[src/logic/gls_map.vh]
// register map, field positions, reset values and timing defaults of the load scheduler
// assumes a 32-bit apb slave with word-aligned byte addresses
`ifndef GLS_MAP_VH
`define GLS_MAP_VH
`define GLS_OFF_CTRL 6'h00
`define GLS_OFF_THR 6'h04
`define GLS_OFF_DLY_ACT 6'h08
`define GLS_OFF_DLY_DEACT 6'h0c
`define GLS_OFF_DLY_INIT 6'h10
`define GLS_OFF_MIN 6'h14
`define GLS_OFF_LEADER 6'h18
`define GLS_OFF_EXCL 6'h1c
`define GLS_OFF_EVT_MASK 6'h20
`define GLS_OFF_ROT_TIME 6'h24
`define GLS_OFF_ROT_HOURS 6'h28
`define GLS_OFF_STATUS 6'h2c
`define GLS_OFF_SUM_ACT 6'h30
`define GLS_OFF_SUM_NOM 6'h34
// ctrl fields
`define GLS_CTRL_OPM_LSB 0
`define GLS_CTRL_ROT_LSB 2
`define GLS_CTRL_EN_ASSIGNED 4
`define GLS_CTRL_GB_PRESENT 5
`define GLS_CTRL_AUTO_REQ 6
// operating modes
`define GLS_OPM_MAN 2'h0
`define GLS_OPM_AUTO 2'h1
`define GLS_OPM_REMOTE 2'h2
`define GLS_OPM_TEST 2'h3
// rotation modes
`define GLS_ROT_MANUAL 2'h1
`define GLS_ROT_DAILY 2'h2
`define GLS_ROT_HOURS 2'h3
// event mask bit for leader change
`define GLS_EVT_LEADER_BIT 8
// reset values
`define GLS_RST_CTRL 7'h05
`define GLS_RST_THR_ACT 8'h50
`define GLS_RST_THR_DEACT 8'h46
`define GLS_RST_DLY_ACT 16'h000a
`define GLS_RST_DLY_DEACT 16'h001e
`define GLS_RST_DLY_INIT 16'h0005
`define GLS_RST_MIN 4'h1
`define GLS_RST_ROT_TIME 11'h000
`define GLS_RST_ROT_HOURS 16'h0018
// percent scale of the ratio comparisons
`define GLS_PCT 32'h00000064
`endif

[src/logic/gls_sched.v]
// generator set load scheduler: starts and stops managed sets from the system power ratio
// assumes i_tick is a one-cycle control tick, power words come from can logic on i_clk_sys,
// breaker, enable and local start pins are asynchronous; apb master on i_clk_sys
//
// Notes on behaviour
// - load decisions only in automatic or remote-start mode; otherwise commands freeze
// - assigned enable input inactive suspends scheduling
// - group breaker present and open disables scheduling
// - ratio is active sum over nominal sum of all closed-breaker sets
// - ratio above activation threshold for activation delay starts one more set
// - stop candidate chosen; ratio without its nominal below deactivation threshold stops it
// - no stop while started sets at or below minimum; starts to reach it
// - any generator breaker change suspends evaluation for initial delay
// - automatic supply needed while all stopped starts all available sets
// - local start forces all available sets, then normal scheduling resumes
// - unmanaged sets excluded; excluded managed sets held stopped or running
// - exclusion list is volatile and cleared at reset
// - all scheduled sets may stop when enough unmanaged sets run
// - start in descending priority, stop ascending; top included set leads
// - rotation mode 1 manual, 2 daily, 3 running hours
// - priority list runs by address from leader, wrapping below it
// - daily mode advances leader at configured time; manual choice still allowed
// - hours mode advances leader after configured running hours
// - after leader change start higher sets first, then stop lower ones
// - leader change event only when mask bit enabled
`timescale 1ns/1ps
`include "gls_map.vh"
module gls_sched #(
  parameter NSET = 8,
  parameter IDXW = 3,
  parameter PWRW = 16
) (
  input wire i_clk_sys,
  input wire i_rst,
  input wire i_tick,
  input wire i_hour_tick,
  input wire [10:0] i_time_of_day,
  input wire [NSET*PWRW-1:0] i_set_active_power,
  input wire [NSET*PWRW-1:0] i_set_nominal_power,
  input wire [NSET-1:0] i_set_managed,
  input wire [NSET-1:0] i_generator_breaker,
  input wire i_group_breaker,
  input wire i_load_sched_enable_input,
  input wire i_local_start,
  input wire i_psel,
  input wire i_penable,
  input wire i_pwrite,
  input wire [5:0] i_paddr,
  input wire [31:0] i_pwdata,
  output reg o_pready,
  output reg [31:0] o_prdata,
  output reg o_pslverr,
  output reg [NSET-1:0] o_start_cmd,
  output reg o_leader_change_event
);
  localparam NPIN = NSET + 3;
  localparam [IDXW:0] NCNT = NSET;

  // position of set idx in the list that starts at the leader
  function [IDXW:0] rank_of;
    input [IDXW-1:0] idx;
    input [IDXW-1:0] lead;
    input [NSET-1:0] incl;
    reg [IDXW-1:0] pj;
    reg [IDXW-1:0] pi;
    integer j;
    begin
      rank_of = {(IDXW+1){1'b0}};
      pi = idx - lead;
      for (j = 0; j < NSET; j = j + 1) begin
        pj = j[IDXW-1:0] - lead;
        if (incl[j] && pj < pi)
          rank_of = rank_of + 1'b1;
      end
    end
  endfunction

  // next included set after the leader in address order, wrapping
  function [IDXW-1:0] next_leader;
    input [IDXW-1:0] lead;
    input [NSET-1:0] incl;
    integer k;
    reg found;
    reg [IDXW-1:0] c;
    begin
      next_leader = lead;
      found = 1'b0;
      for (k = 1; k < NSET; k = k + 1) begin
        c = lead + k[IDXW-1:0];
        if (!found && incl[c]) begin
          next_leader = c;
          found = 1'b1;
        end
      end
    end
  endfunction

  function [IDXW:0] popcount;
    input [NSET-1:0] v;
    integer k;
    begin
      popcount = {(IDXW+1){1'b0}};
      for (k = 0; k < NSET; k = k + 1)
        popcount = popcount + {{IDXW{1'b0}}, v[k]};
    end
  endfunction

  // pin synchronisers: a change counts once stages two and three agree
  reg [NPIN-1:0] pin_s1_q;
  reg [NPIN-1:0] pin_s2_q;
  reg [NPIN-1:0] pin_s3_q;
  reg [NPIN-1:0] pin_q;
  wire [NPIN-1:0] pin_raw = {i_local_start, i_load_sched_enable_input, i_group_breaker, i_generator_breaker};
  always @(posedge i_clk_sys) begin
    if (i_rst) begin
      pin_s1_q <= {NPIN{1'b0}};
      pin_s2_q <= {NPIN{1'b0}};
      pin_s3_q <= {NPIN{1'b0}};
      pin_q <= {NPIN{1'b0}};
    end else begin
      pin_s1_q <= pin_raw;
      pin_s2_q <= pin_s1_q;
      pin_s3_q <= pin_s2_q;
      pin_q <= (pin_s2_q & pin_s3_q) | (pin_q & (pin_s2_q | pin_s3_q));
    end
  end
  wire [NSET-1:0] brk = pin_q[NSET-1:0];
  wire gb_closed = pin_q[NSET];
  wire en_pin = pin_q[NSET+1];
  wire loc_pin = pin_q[NSET+2];

  // software registers
  reg [6:0] ctrl_q;
  reg [7:0] thr_act_q;
  reg [7:0] thr_deact_q;
  reg [15:0] dly_act_q;
  reg [15:0] dly_deact_q;
  reg [15:0] dly_init_q;
  reg [15:0] rot_hours_q;
  reg [3:0] min_q;
  reg [NSET-1:0] excl_q;
  reg [NSET-1:0] force_run_q;
  reg [31:0] evt_mask_q;
  reg [10:0] rot_time_q;
  reg [IDXW-1:0] leader_q;
  // scheduler state
  reg [IDXW:0] nrun_q;
  reg [15:0] act_cnt_q;
  reg [15:0] deact_cnt_q;
  reg [15:0] stab_cnt_q;
  reg [15:0] hour_cnt_q;
  reg [NSET-1:0] brk_prev_q;
  reg [NSET-1:0] old_cmd_q;
  reg loc_prev_q;
  reg hold_q;
  reg rebuild_q;
  reg [10:0] tod_prev_q;

  wire [1:0] opm = ctrl_q[`GLS_CTRL_OPM_LSB+1:`GLS_CTRL_OPM_LSB];
  wire [1:0] rot = ctrl_q[`GLS_CTRL_ROT_LSB+1:`GLS_CTRL_ROT_LSB];
  wire auto_mode = (opm == `GLS_OPM_AUTO) || (opm == `GLS_OPM_REMOTE);
  wire sched_en = auto_mode && !hold_q && (!ctrl_q[`GLS_CTRL_EN_ASSIGNED] || en_pin) &&
    !(ctrl_q[`GLS_CTRL_GB_PRESENT] && !gb_closed);
  // unmanaged and excluded sets kept out
  wire [NSET-1:0] incl = i_set_managed & ~excl_q;
  wire [IDXW:0] incl_cnt = popcount(incl);
  wire [IDXW:0] started_cnt = popcount(brk);

  // sums over closed breakers, desired mask and stop candidate
  reg [31:0] sum_act;
  reg [31:0] sum_nom;
  reg [31:0] nom_cand;
  reg [NSET-1:0] desired;
  integer i;
  always @* begin
    sum_act = 32'h0;
    sum_nom = 32'h0;
    nom_cand = 32'h0;
    desired = {NSET{1'b0}};
    for (i = 0; i < NSET; i = i + 1) begin
      if (brk[i]) begin
        sum_act = sum_act + {{(32-PWRW){1'b0}}, i_set_active_power[i*PWRW +: PWRW]};
        sum_nom = sum_nom + {{(32-PWRW){1'b0}}, i_set_nominal_power[i*PWRW +: PWRW]};
      end
      if (incl[i] && rank_of(i[IDXW-1:0], leader_q, incl) < nrun_q)
        desired[i] = 1'b1;
      // stop candidate: the lowest-ranked running set inside the target count
      if (incl[i] && brk[i] && nrun_q != {(IDXW+1){1'b0}} &&
          rank_of(i[IDXW-1:0], leader_q, incl) == nrun_q - 1'b1)
        nom_cand = {{(32-PWRW){1'b0}}, i_set_nominal_power[i*PWRW +: PWRW]};
    end
  end

  // ratio valid only with nonzero nominal sum
  wire ratio_ok = (sum_nom != 32'h0);
  // ratio above activation threshold, compared without division
  wire over = (sum_act * `GLS_PCT) > ({24'h0, thr_act_q} * sum_nom);
  // ratio without candidate below deactivation threshold
  wire under_n = (nom_cand != 32'h0) && (sum_nom > nom_cand) &&
    ((sum_act * `GLS_PCT) < ({24'h0, thr_deact_q} * (sum_nom - nom_cand)));
  wire all_up = ((desired & ~brk) == {NSET{1'b0}});
  // stabilisation window after any generator breaker change
  wire brk_change = (brk != brk_prev_q);
  wire evaluate = sched_en && ratio_ok && (stab_cnt_q == 16'h0) && !brk_change;
  // stop allowed only above the minimum of started sets
  wire stop_ok = ({{(4-IDXW-1){1'b0}}, started_cnt} > min_q) || (IDXW + 1 > 4 && started_cnt > NCNT);
  wire loc_edge = loc_pin && !loc_prev_q;

  // leader change sources
  // a write lands at the edge that samples pready high
  wire apb_wr = i_psel && i_penable && o_pready && i_pwrite;
  wire wr_leader = apb_wr && (i_paddr == `GLS_OFF_LEADER);
  wire rot_day = (rot == `GLS_ROT_DAILY) && (i_time_of_day == rot_time_q) && (i_time_of_day != tod_prev_q);
  wire rot_hour = (rot == `GLS_ROT_HOURS) && i_hour_tick && brk[leader_q] &&
    (hour_cnt_q + 16'h1 >= rot_hours_q) && (rot_hours_q != 16'h0);
  wire [IDXW-1:0] lead_d = wr_leader ? i_pwdata[IDXW-1:0] :
    ((rot_day || rot_hour) ? next_leader(leader_q, incl) : leader_q);
  wire lead_chg = (lead_d != leader_q);

  always @(posedge i_clk_sys) begin
    if (i_rst) begin
      leader_q <= {IDXW{1'b0}};
      nrun_q <= {(IDXW+1){1'b0}};
      act_cnt_q <= 16'h0;
      deact_cnt_q <= 16'h0;
      stab_cnt_q <= 16'h0;
      hour_cnt_q <= 16'h0;
      brk_prev_q <= {NSET{1'b0}};
      old_cmd_q <= {NSET{1'b0}};
      loc_prev_q <= 1'b0;
      hold_q <= 1'b0;
      rebuild_q <= 1'b0;
      tod_prev_q <= 11'h0;
      o_start_cmd <= {NSET{1'b0}};
      o_leader_change_event <= 1'b0;
    end else begin
      brk_prev_q <= brk;
      loc_prev_q <= loc_pin;
      tod_prev_q <= i_time_of_day;
      leader_q <= lead_d;
      o_leader_change_event <= lead_chg && evt_mask_q[`GLS_EVT_LEADER_BIT];
      if (rot_hour || (rot != `GLS_ROT_HOURS))
        hour_cnt_q <= 16'h0;
      else if (i_hour_tick && brk[leader_q])
        hour_cnt_q <= hour_cnt_q + 16'h1;
      // keep old sets until the new list is supplying
      if (lead_chg) begin
        rebuild_q <= 1'b1;
        old_cmd_q <= o_start_cmd;
      end else if (rebuild_q && all_up)
        rebuild_q <= 1'b0;
      if (brk_change)
        stab_cnt_q <= dly_init_q;
      else if (i_tick && stab_cnt_q != 16'h0)
        stab_cnt_q <= stab_cnt_q - 16'h1;
      // local start forces all, releases once supplying
      if (auto_mode && loc_edge) begin
        hold_q <= 1'b1;
        nrun_q <= incl_cnt;
      end else if (hold_q && (all_up || !auto_mode))
        hold_q <= 1'b0;
      else if (sched_en && ctrl_q[`GLS_CTRL_AUTO_REQ] && started_cnt == {(IDXW+1){1'b0}})
        nrun_q <= incl_cnt;
      else if (nrun_q > incl_cnt)
        nrun_q <= incl_cnt;
      else if (evaluate && i_tick) begin
        if ({{(4-IDXW-1){1'b0}}, started_cnt} < min_q && nrun_q < incl_cnt && all_up)
          nrun_q <= nrun_q + 1'b1;
        // one more set after the activation delay
        else if (over && act_cnt_q + 16'h1 >= dly_act_q && nrun_q < incl_cnt)
          nrun_q <= nrun_q + 1'b1;
        // stop the candidate after the deactivation delay
        else if (under_n && stop_ok && !rebuild_q && deact_cnt_q + 16'h1 >= dly_deact_q)
          nrun_q <= nrun_q - 1'b1;
      end
      if (!evaluate || !over)
        act_cnt_q <= 16'h0;
      else if (i_tick)
        act_cnt_q <= (act_cnt_q + 16'h1 >= dly_act_q) ? 16'h0 : act_cnt_q + 16'h1;
      if (!evaluate || !under_n || !stop_ok)
        deact_cnt_q <= 16'h0;
      else if (i_tick)
        deact_cnt_q <= (deact_cnt_q + 16'h1 >= dly_deact_q) ? 16'h0 : deact_cnt_q + 16'h1;
      // commands update only in auto modes, frozen otherwise
      if (auto_mode)
        // excluded sets forced stopped or running
        o_start_cmd <= ((desired | (rebuild_q ? old_cmd_q : {NSET{1'b0}})) & incl) |
          (i_set_managed & excl_q & force_run_q);
    end
  end

  // apb slave: one wait state, registered answer
  wire apb_acc = i_psel && i_penable && !o_pready;
  always @(posedge i_clk_sys) begin
    if (i_rst) begin
      ctrl_q <= `GLS_RST_CTRL;
      thr_act_q <= `GLS_RST_THR_ACT;
      thr_deact_q <= `GLS_RST_THR_DEACT;
      dly_act_q <= `GLS_RST_DLY_ACT;
      dly_deact_q <= `GLS_RST_DLY_DEACT;
      dly_init_q <= `GLS_RST_DLY_INIT;
      min_q <= `GLS_RST_MIN;
      excl_q <= {NSET{1'b0}};
      force_run_q <= {NSET{1'b0}};
      evt_mask_q <= 32'h0;
      rot_time_q <= `GLS_RST_ROT_TIME;
      rot_hours_q <= `GLS_RST_ROT_HOURS;
      o_pready <= 1'b0;
      o_prdata <= 32'h0;
      o_pslverr <= 1'b0;
    end else begin
      o_pready <= apb_acc;
      o_pslverr <= 1'b0;
      o_prdata <= 32'h0;
      if (apb_wr) begin
        case (i_paddr)
          `GLS_OFF_CTRL: ctrl_q <= i_pwdata[6:0];
          `GLS_OFF_THR: begin
            thr_act_q <= i_pwdata[7:0];
            thr_deact_q <= i_pwdata[15:8];
          end
          `GLS_OFF_DLY_ACT: dly_act_q <= i_pwdata[15:0];
          `GLS_OFF_DLY_DEACT: dly_deact_q <= i_pwdata[15:0];
          `GLS_OFF_DLY_INIT: dly_init_q <= i_pwdata[15:0];
          `GLS_OFF_MIN: min_q <= (i_pwdata[3:0] == 4'h0) ? 4'h1 : i_pwdata[3:0];
          `GLS_OFF_EXCL: begin
            excl_q <= i_pwdata[NSET-1:0];
            force_run_q <= i_pwdata[NSET+7:8];
          end
          `GLS_OFF_EVT_MASK: evt_mask_q <= i_pwdata;
          `GLS_OFF_ROT_TIME: rot_time_q <= i_pwdata[10:0];
          `GLS_OFF_ROT_HOURS: rot_hours_q <= i_pwdata[15:0];
          default: ;
        endcase
      end
      if (apb_acc) begin
        case (i_paddr)
          `GLS_OFF_CTRL: o_prdata <= {25'h0, ctrl_q};
          `GLS_OFF_THR: o_prdata <= {16'h0, thr_deact_q, thr_act_q};
          `GLS_OFF_DLY_ACT: o_prdata <= {16'h0, dly_act_q};
          `GLS_OFF_DLY_DEACT: o_prdata <= {16'h0, dly_deact_q};
          `GLS_OFF_DLY_INIT: o_prdata <= {16'h0, dly_init_q};
          `GLS_OFF_MIN: o_prdata <= {28'h0, min_q};
          `GLS_OFF_LEADER: o_prdata <= {{(32-IDXW){1'b0}}, leader_q};
          `GLS_OFF_EXCL: o_prdata <= {{(24-NSET){1'b0}}, force_run_q, {(8-NSET){1'b0}}, excl_q};
          `GLS_OFF_EVT_MASK: o_prdata <= evt_mask_q;
          `GLS_OFF_ROT_TIME: o_prdata <= {21'h0, rot_time_q};
          `GLS_OFF_ROT_HOURS: o_prdata <= {16'h0, rot_hours_q};
          // [15:12] target count, [11:8] flags, [7:0] run commands
          `GLS_OFF_STATUS: o_prdata <= {{(19-IDXW){1'b0}}, nrun_q, rebuild_q, hold_q,
            (stab_cnt_q != 16'h0), sched_en, {(8-NSET){1'b0}}, o_start_cmd};
          `GLS_OFF_SUM_ACT: o_prdata <= sum_act;
          `GLS_OFF_SUM_NOM: o_prdata <= sum_nom;
          default: o_pslverr <= 1'b1;
        endcase
      end
    end
  end
endmodule

[config.mk]
export PLATFORM = sky130hd
export DESIGN_NAME = gls_sched
export DESIGN_NICKNAME = d
export VERILOG_FILES = /design/src/logic/gls_sched.v
export VERILOG_INCLUDE_DIRS = /design/src /design/src/logic
export SDC_FILE = /design/constraint.sdc
export NUM_CORES = 2
export LEC_CHECK = 0
export ABC_AREA = 1
export BUFFER_PORTS_ARGS = -buffer_cell sky130_fd_sc_hd__buf_2
export CAP_MARGIN = 15
export CELL_PAD_IN_SITES_DETAIL_PLACEMENT = 0
export CELL_PAD_IN_SITES_GLOBAL_PLACEMENT = 1
export CORE_MARGIN = 5
export CORE_UTILIZATION = 45
export DETAILED_ROUTE_END_ITERATION = 8
export GPL_TIMING_DRIVEN = 0
export HOLD_SLACK_MARGIN = 0.05
export PLACE_DENSITY = 0.83
export SETUP_SLACK_MARGIN = 0.02
export SLEW_MARGIN = 20
export SYNTH_ARGS = -nofsm -noshare
export SYNTH_HDL_FRONTEND = slang
export SYNTH_SLANG_ARGS = --single-unit
[constraint.sdc]
create_clock -name i_clk_sys -period 19.24 [get_ports i_clk_sys]
set_input_delay 3.848 -clock i_clk_sys [delete_from_list [all_inputs] [get_ports i_clk_sys]]
set_output_delay 3.848 -clock i_clk_sys [all_outputs]
set_load 0.005 [all_outputs]
==> results.sh <==
export IMPL_grt_overflow=0
export IMPL_startpoint="i_set_nominal_power[0]"
export IMPL_cts_hold_buf=0
export IMPL_dp_cells=9280
export IMPL_min_path_cells=2
export IMPL_r2r_slack_ns=2.06
export IMPL_slowest_delay_ns=0.58
export IMPL_route_detailed_drc=0
export IMPL_crit_slowest_cell="fa_1"
export IMPL_design_area_sq_mm=0.0574
export IMPL_finalClockSkew_ns=0.0255
export IMPL_crit_arrival_ns=19.05
export IMPL_finalNonFillerCells=9467
export IMPL_rsz0062_at_grt="true"
export IMPL_ys_seq_elements=338
export IMPL_final_cell_mix="1454 x nand2_1, 1162 x inv_1, 683 x nor2_1"
export IMPL_setup_violations=0
export IMPL_via_per_inst=5.53
export IMPL_slew_violations=0
export IMPL_tightest_slew_ns=1.18
export IMPL_grt_max_degree=15
export IMPL_timing_final_crit_share=0.966
export IMPL_met3_usage=0.0411
export IMPL_r2r_end="nrun_q[2]"
export IMPL_vias=52400
export IMPL_core_area_sq_mm=0.111
export IMPL_cts_tree="done"
export IMPL_synth_edf_count=0
export IMPL_met2_usage=0.498
export IMPL_maxCapViolations=0
export IMPL_netlist_area_sq_mm=0.0503
export IMPL_crit_path_start_kind="input pin"
export IMPL_layout_nets=9226
export IMPL_avgSynthCellArea_sq_um=6.79
export IMPL_port_buffers=370
export IMPL_row_count=122
export IMPL_yosysSeqAreaShare=0.135
export IMPL_clk_latency_ns=0.56
export IMPL_grtUsageTotal=0.311
export IMPL_yosys_warnings=0
export IMPL_ys_async_sr_fraction=0
export IMPL_reg2reg_from="leader_q[0]"
export IMPL_cp_common_cell="nand2_1"
export IMPL_hold_ws_ns=0.403
export IMPL_yosys_cell_types_count=71
export IMPL_ir_drop_mv=0.0636
export IMPL_fin_util=0.518
export IMPL_grt_antenna_before_repair=39
export IMPL_critical_path_class="input pin to flop"
export IMPL_end_kind="flop"
export IMPL_antenna_left=0
export IMPL_grt_first_pass_wirelength_um=286000
export IMPL_drt_initial_drc_count=4541
export IMPL_die_w_um=344
export IMPL_syn_inst=7400
export IMPL_min_path_type="flop to flop"
export IMPL_fp_dieH_um=344
export IMPL_syn2layout_area_growth_pct=14.1
export IMPL_dpl_cell_area_sq_mm=0.0541
export IMPL_drive_above_1_share=0.117
export IMPL_fmax_mhz=53.8
export IMPL_gp_congestion=0.991
export IMPL_cts_made_buffers=36
export IMPL_initial_core_util=0.454
export IMPL_powerDensity_mw_per_mm2=40.6
export IMPL_wl_per_cell_um=20.3
export IMPL_timing_final_hold_violations=0
export IMPL_cp_data_required_time_ns=19.71
export IMPL_use_met1=0.436
export IMPL_cts_sinks=338
export IMPL_dr_pass1_iters=6
export IMPL_cts_buffer_depth=3
export IMPL_leakagePower_nw=28.5
export IMPL_ys_flop_type="dfxtp_1"
export IMPL_clock_root_buffer="clkbuf_16"
export IMPL_mostFrequentLayoutCell="nand2_1"
export IMPL_clk_pin_slew_ns=0.06
export IMPL_maxSlewHeadroom=0.208
export IMPL_worstRegToRegCells=90
export IMPL_pin_count=374
export IMPL_cp_max_fo=8
export IMPL_wirelength_um=192000
export IMPL_htreeDepth=2
export IMPL_grt_pass1_vias=49300
export IMPL_run_status="finished, final reports clean"
export IMPL_hpwl_um=160000
export IMPL_worst_setup_path_endpoint="nrun_q[2]"
export IMPL_period_minus_slack_ns=18.58
export IMPL_grt_busiest_layer="met2"
export IMPL_design_die_area_sq_mm=0.118
==> kinds of logic (layout without fill, tap and decap cells) <==
kind of cell | Yosys count | in the layout | share of synthesized area
AO/OA/AOI/OAI | 1528 | 1528 | 0.171
buffers and inverters | 1428 | 1960 | 0.108
AND/OR/NAND/NOR | 2777 | 2777 | 0.232
flip-flops | 338 | 338 | 0.135
adder cells (fa/ha/maj) | 966 | 966 | 0.289
other | 2 | 49 | 0.000149
XOR/XNOR | 361 | 361 | 0.0651
==> routing by layer <==
metal | wire (um) | vias up
li1 | - | 25200
met1 | 84900 | 24800
met2 | 84700 | 1989
met3 | 15100 | 351
met4 | 7120 | 4
met5 | 38 | -
==> where the power goes <==
part / leakage [nW] / total [mW] / internal (mW) / switching, mW
Sequential: 2.74 / 0.757 / 0.726 / 0.0309
Combinational: 25.2 / 0.852 / 0.309 / 0.543
Clock: 0.574 / 0.719 / 0.402 / 0.316
Total: 28.5 / 2.33 / 1.44 / 0.890
==> state kept, by name, summed over array words and instances, names as in the netlist, 11 cells and up <==
name and count:
evt_mask_q 32, pin_q 11, rot_time_q 11, hour_cnt_q 16
pin_s1_q 11, o_prdata 32, act_cnt_q 16, dly_deact_q 16
dly_act_q 16, stab_cnt_q 16, pin_s3_q 11, rot_hours_q 16
pin_s2_q 11, dly_init_q 16, tod_prev_q 11, deact_cnt_q 16
==> critical path, delay by kind of cell <==
kind / cells / cell delay (ns)
AO/OA/AOI/OAI: 20 / 3.29
buffers and inverters: 16 / 1.38
adder cells (fa/ha/maj): 15 / 5.40
XOR/XNOR: 8 / 1.43
AND/OR/NAND/NOR: 35 / 3.66
==> Yosys cell counts (18+ instances only) <==
library cell,count,share of area
a211oi_1,25,0.0037
a21o_1,21,0.0031
a21oi_1,561,0.056
a221oi_1,25,0.0044
a22oi_1,30,0.0045
a31oi_1,60,0.0075
clkbuf_1,172,0.013
dfxtp_1,338,0.13
fa_1,323,0.13
ha_1,643,0.16
inv_1,1181,0.088
inv_2,29,0.0022
nand2_1,1472,0.11
nand2_2,35,0.0044
nand3_1,317,0.032
nand4_1,49,0.0061
nor2_1,701,0.052
nor3_1,65,0.0065
nor4_1,21,0.0026
o211ai_1,55,0.0082
o21ai_0,533,0.053
o21ai_1,39,0.0039
o21bai_1,31,0.0046
o221ai_1,18,0.0031
o22ai_1,48,0.0060
or2_2,37,0.0046
xnor2_1,128,0.022
xor2_1,222,0.039
==> per-stage QoR <==
stage          TNS, ns  worst slack, ns  power, mW
5_1_grt         -0.806           -0.124       2.46
3_5_place_dp    -44.90            -2.25       1.57
6_report             0            0.661       2.33
3_3_place_gp    -43.33            -2.21       1.56
4_1_cts              0           0.0210       2.29
2_1_floorplan        0             1.25       1.31
==> worst min-delay path by stage <==
stage                      start            to  slack (ns)
floorplan            pin_s1_q[0]   pin_s2_q[0]        0.39
global placement    pin_s1_q[10]  pin_s2_q[10]        0.39
detailed placement   pin_s1_q[9]   pin_s2_q[9]        0.40
CTS                  pin_s1_q[9]   pin_s2_q[9]        0.40
global route         pin_s1_q[0]   pin_s2_q[0]        0.42
finish               pin_s1_q[9]   pin_s2_q[9]        0.40
==> final cells by class <==
class	instances	area, sq um
well taps	1488	1860
clock inverters	15	165
flip-flops and latches	338	6770
clock buffers	48	1020
multi-input cells	5656	39400
inverters	1224	4630
diodes	25	62.6
repair buffers	469	2610
fillers	11500	53400
plain buffers	204	831
==> what timing repair did <==
item / 4_1_cts / 5_1_grt
pin swaps: 16 / 87
gates resized for setup: 102 / 241
gates cloned: 0 / 0
setup buffers: 26 / 73
setup endpoints to repair: 20 / 36
Power figures use the tool's default switching activity.
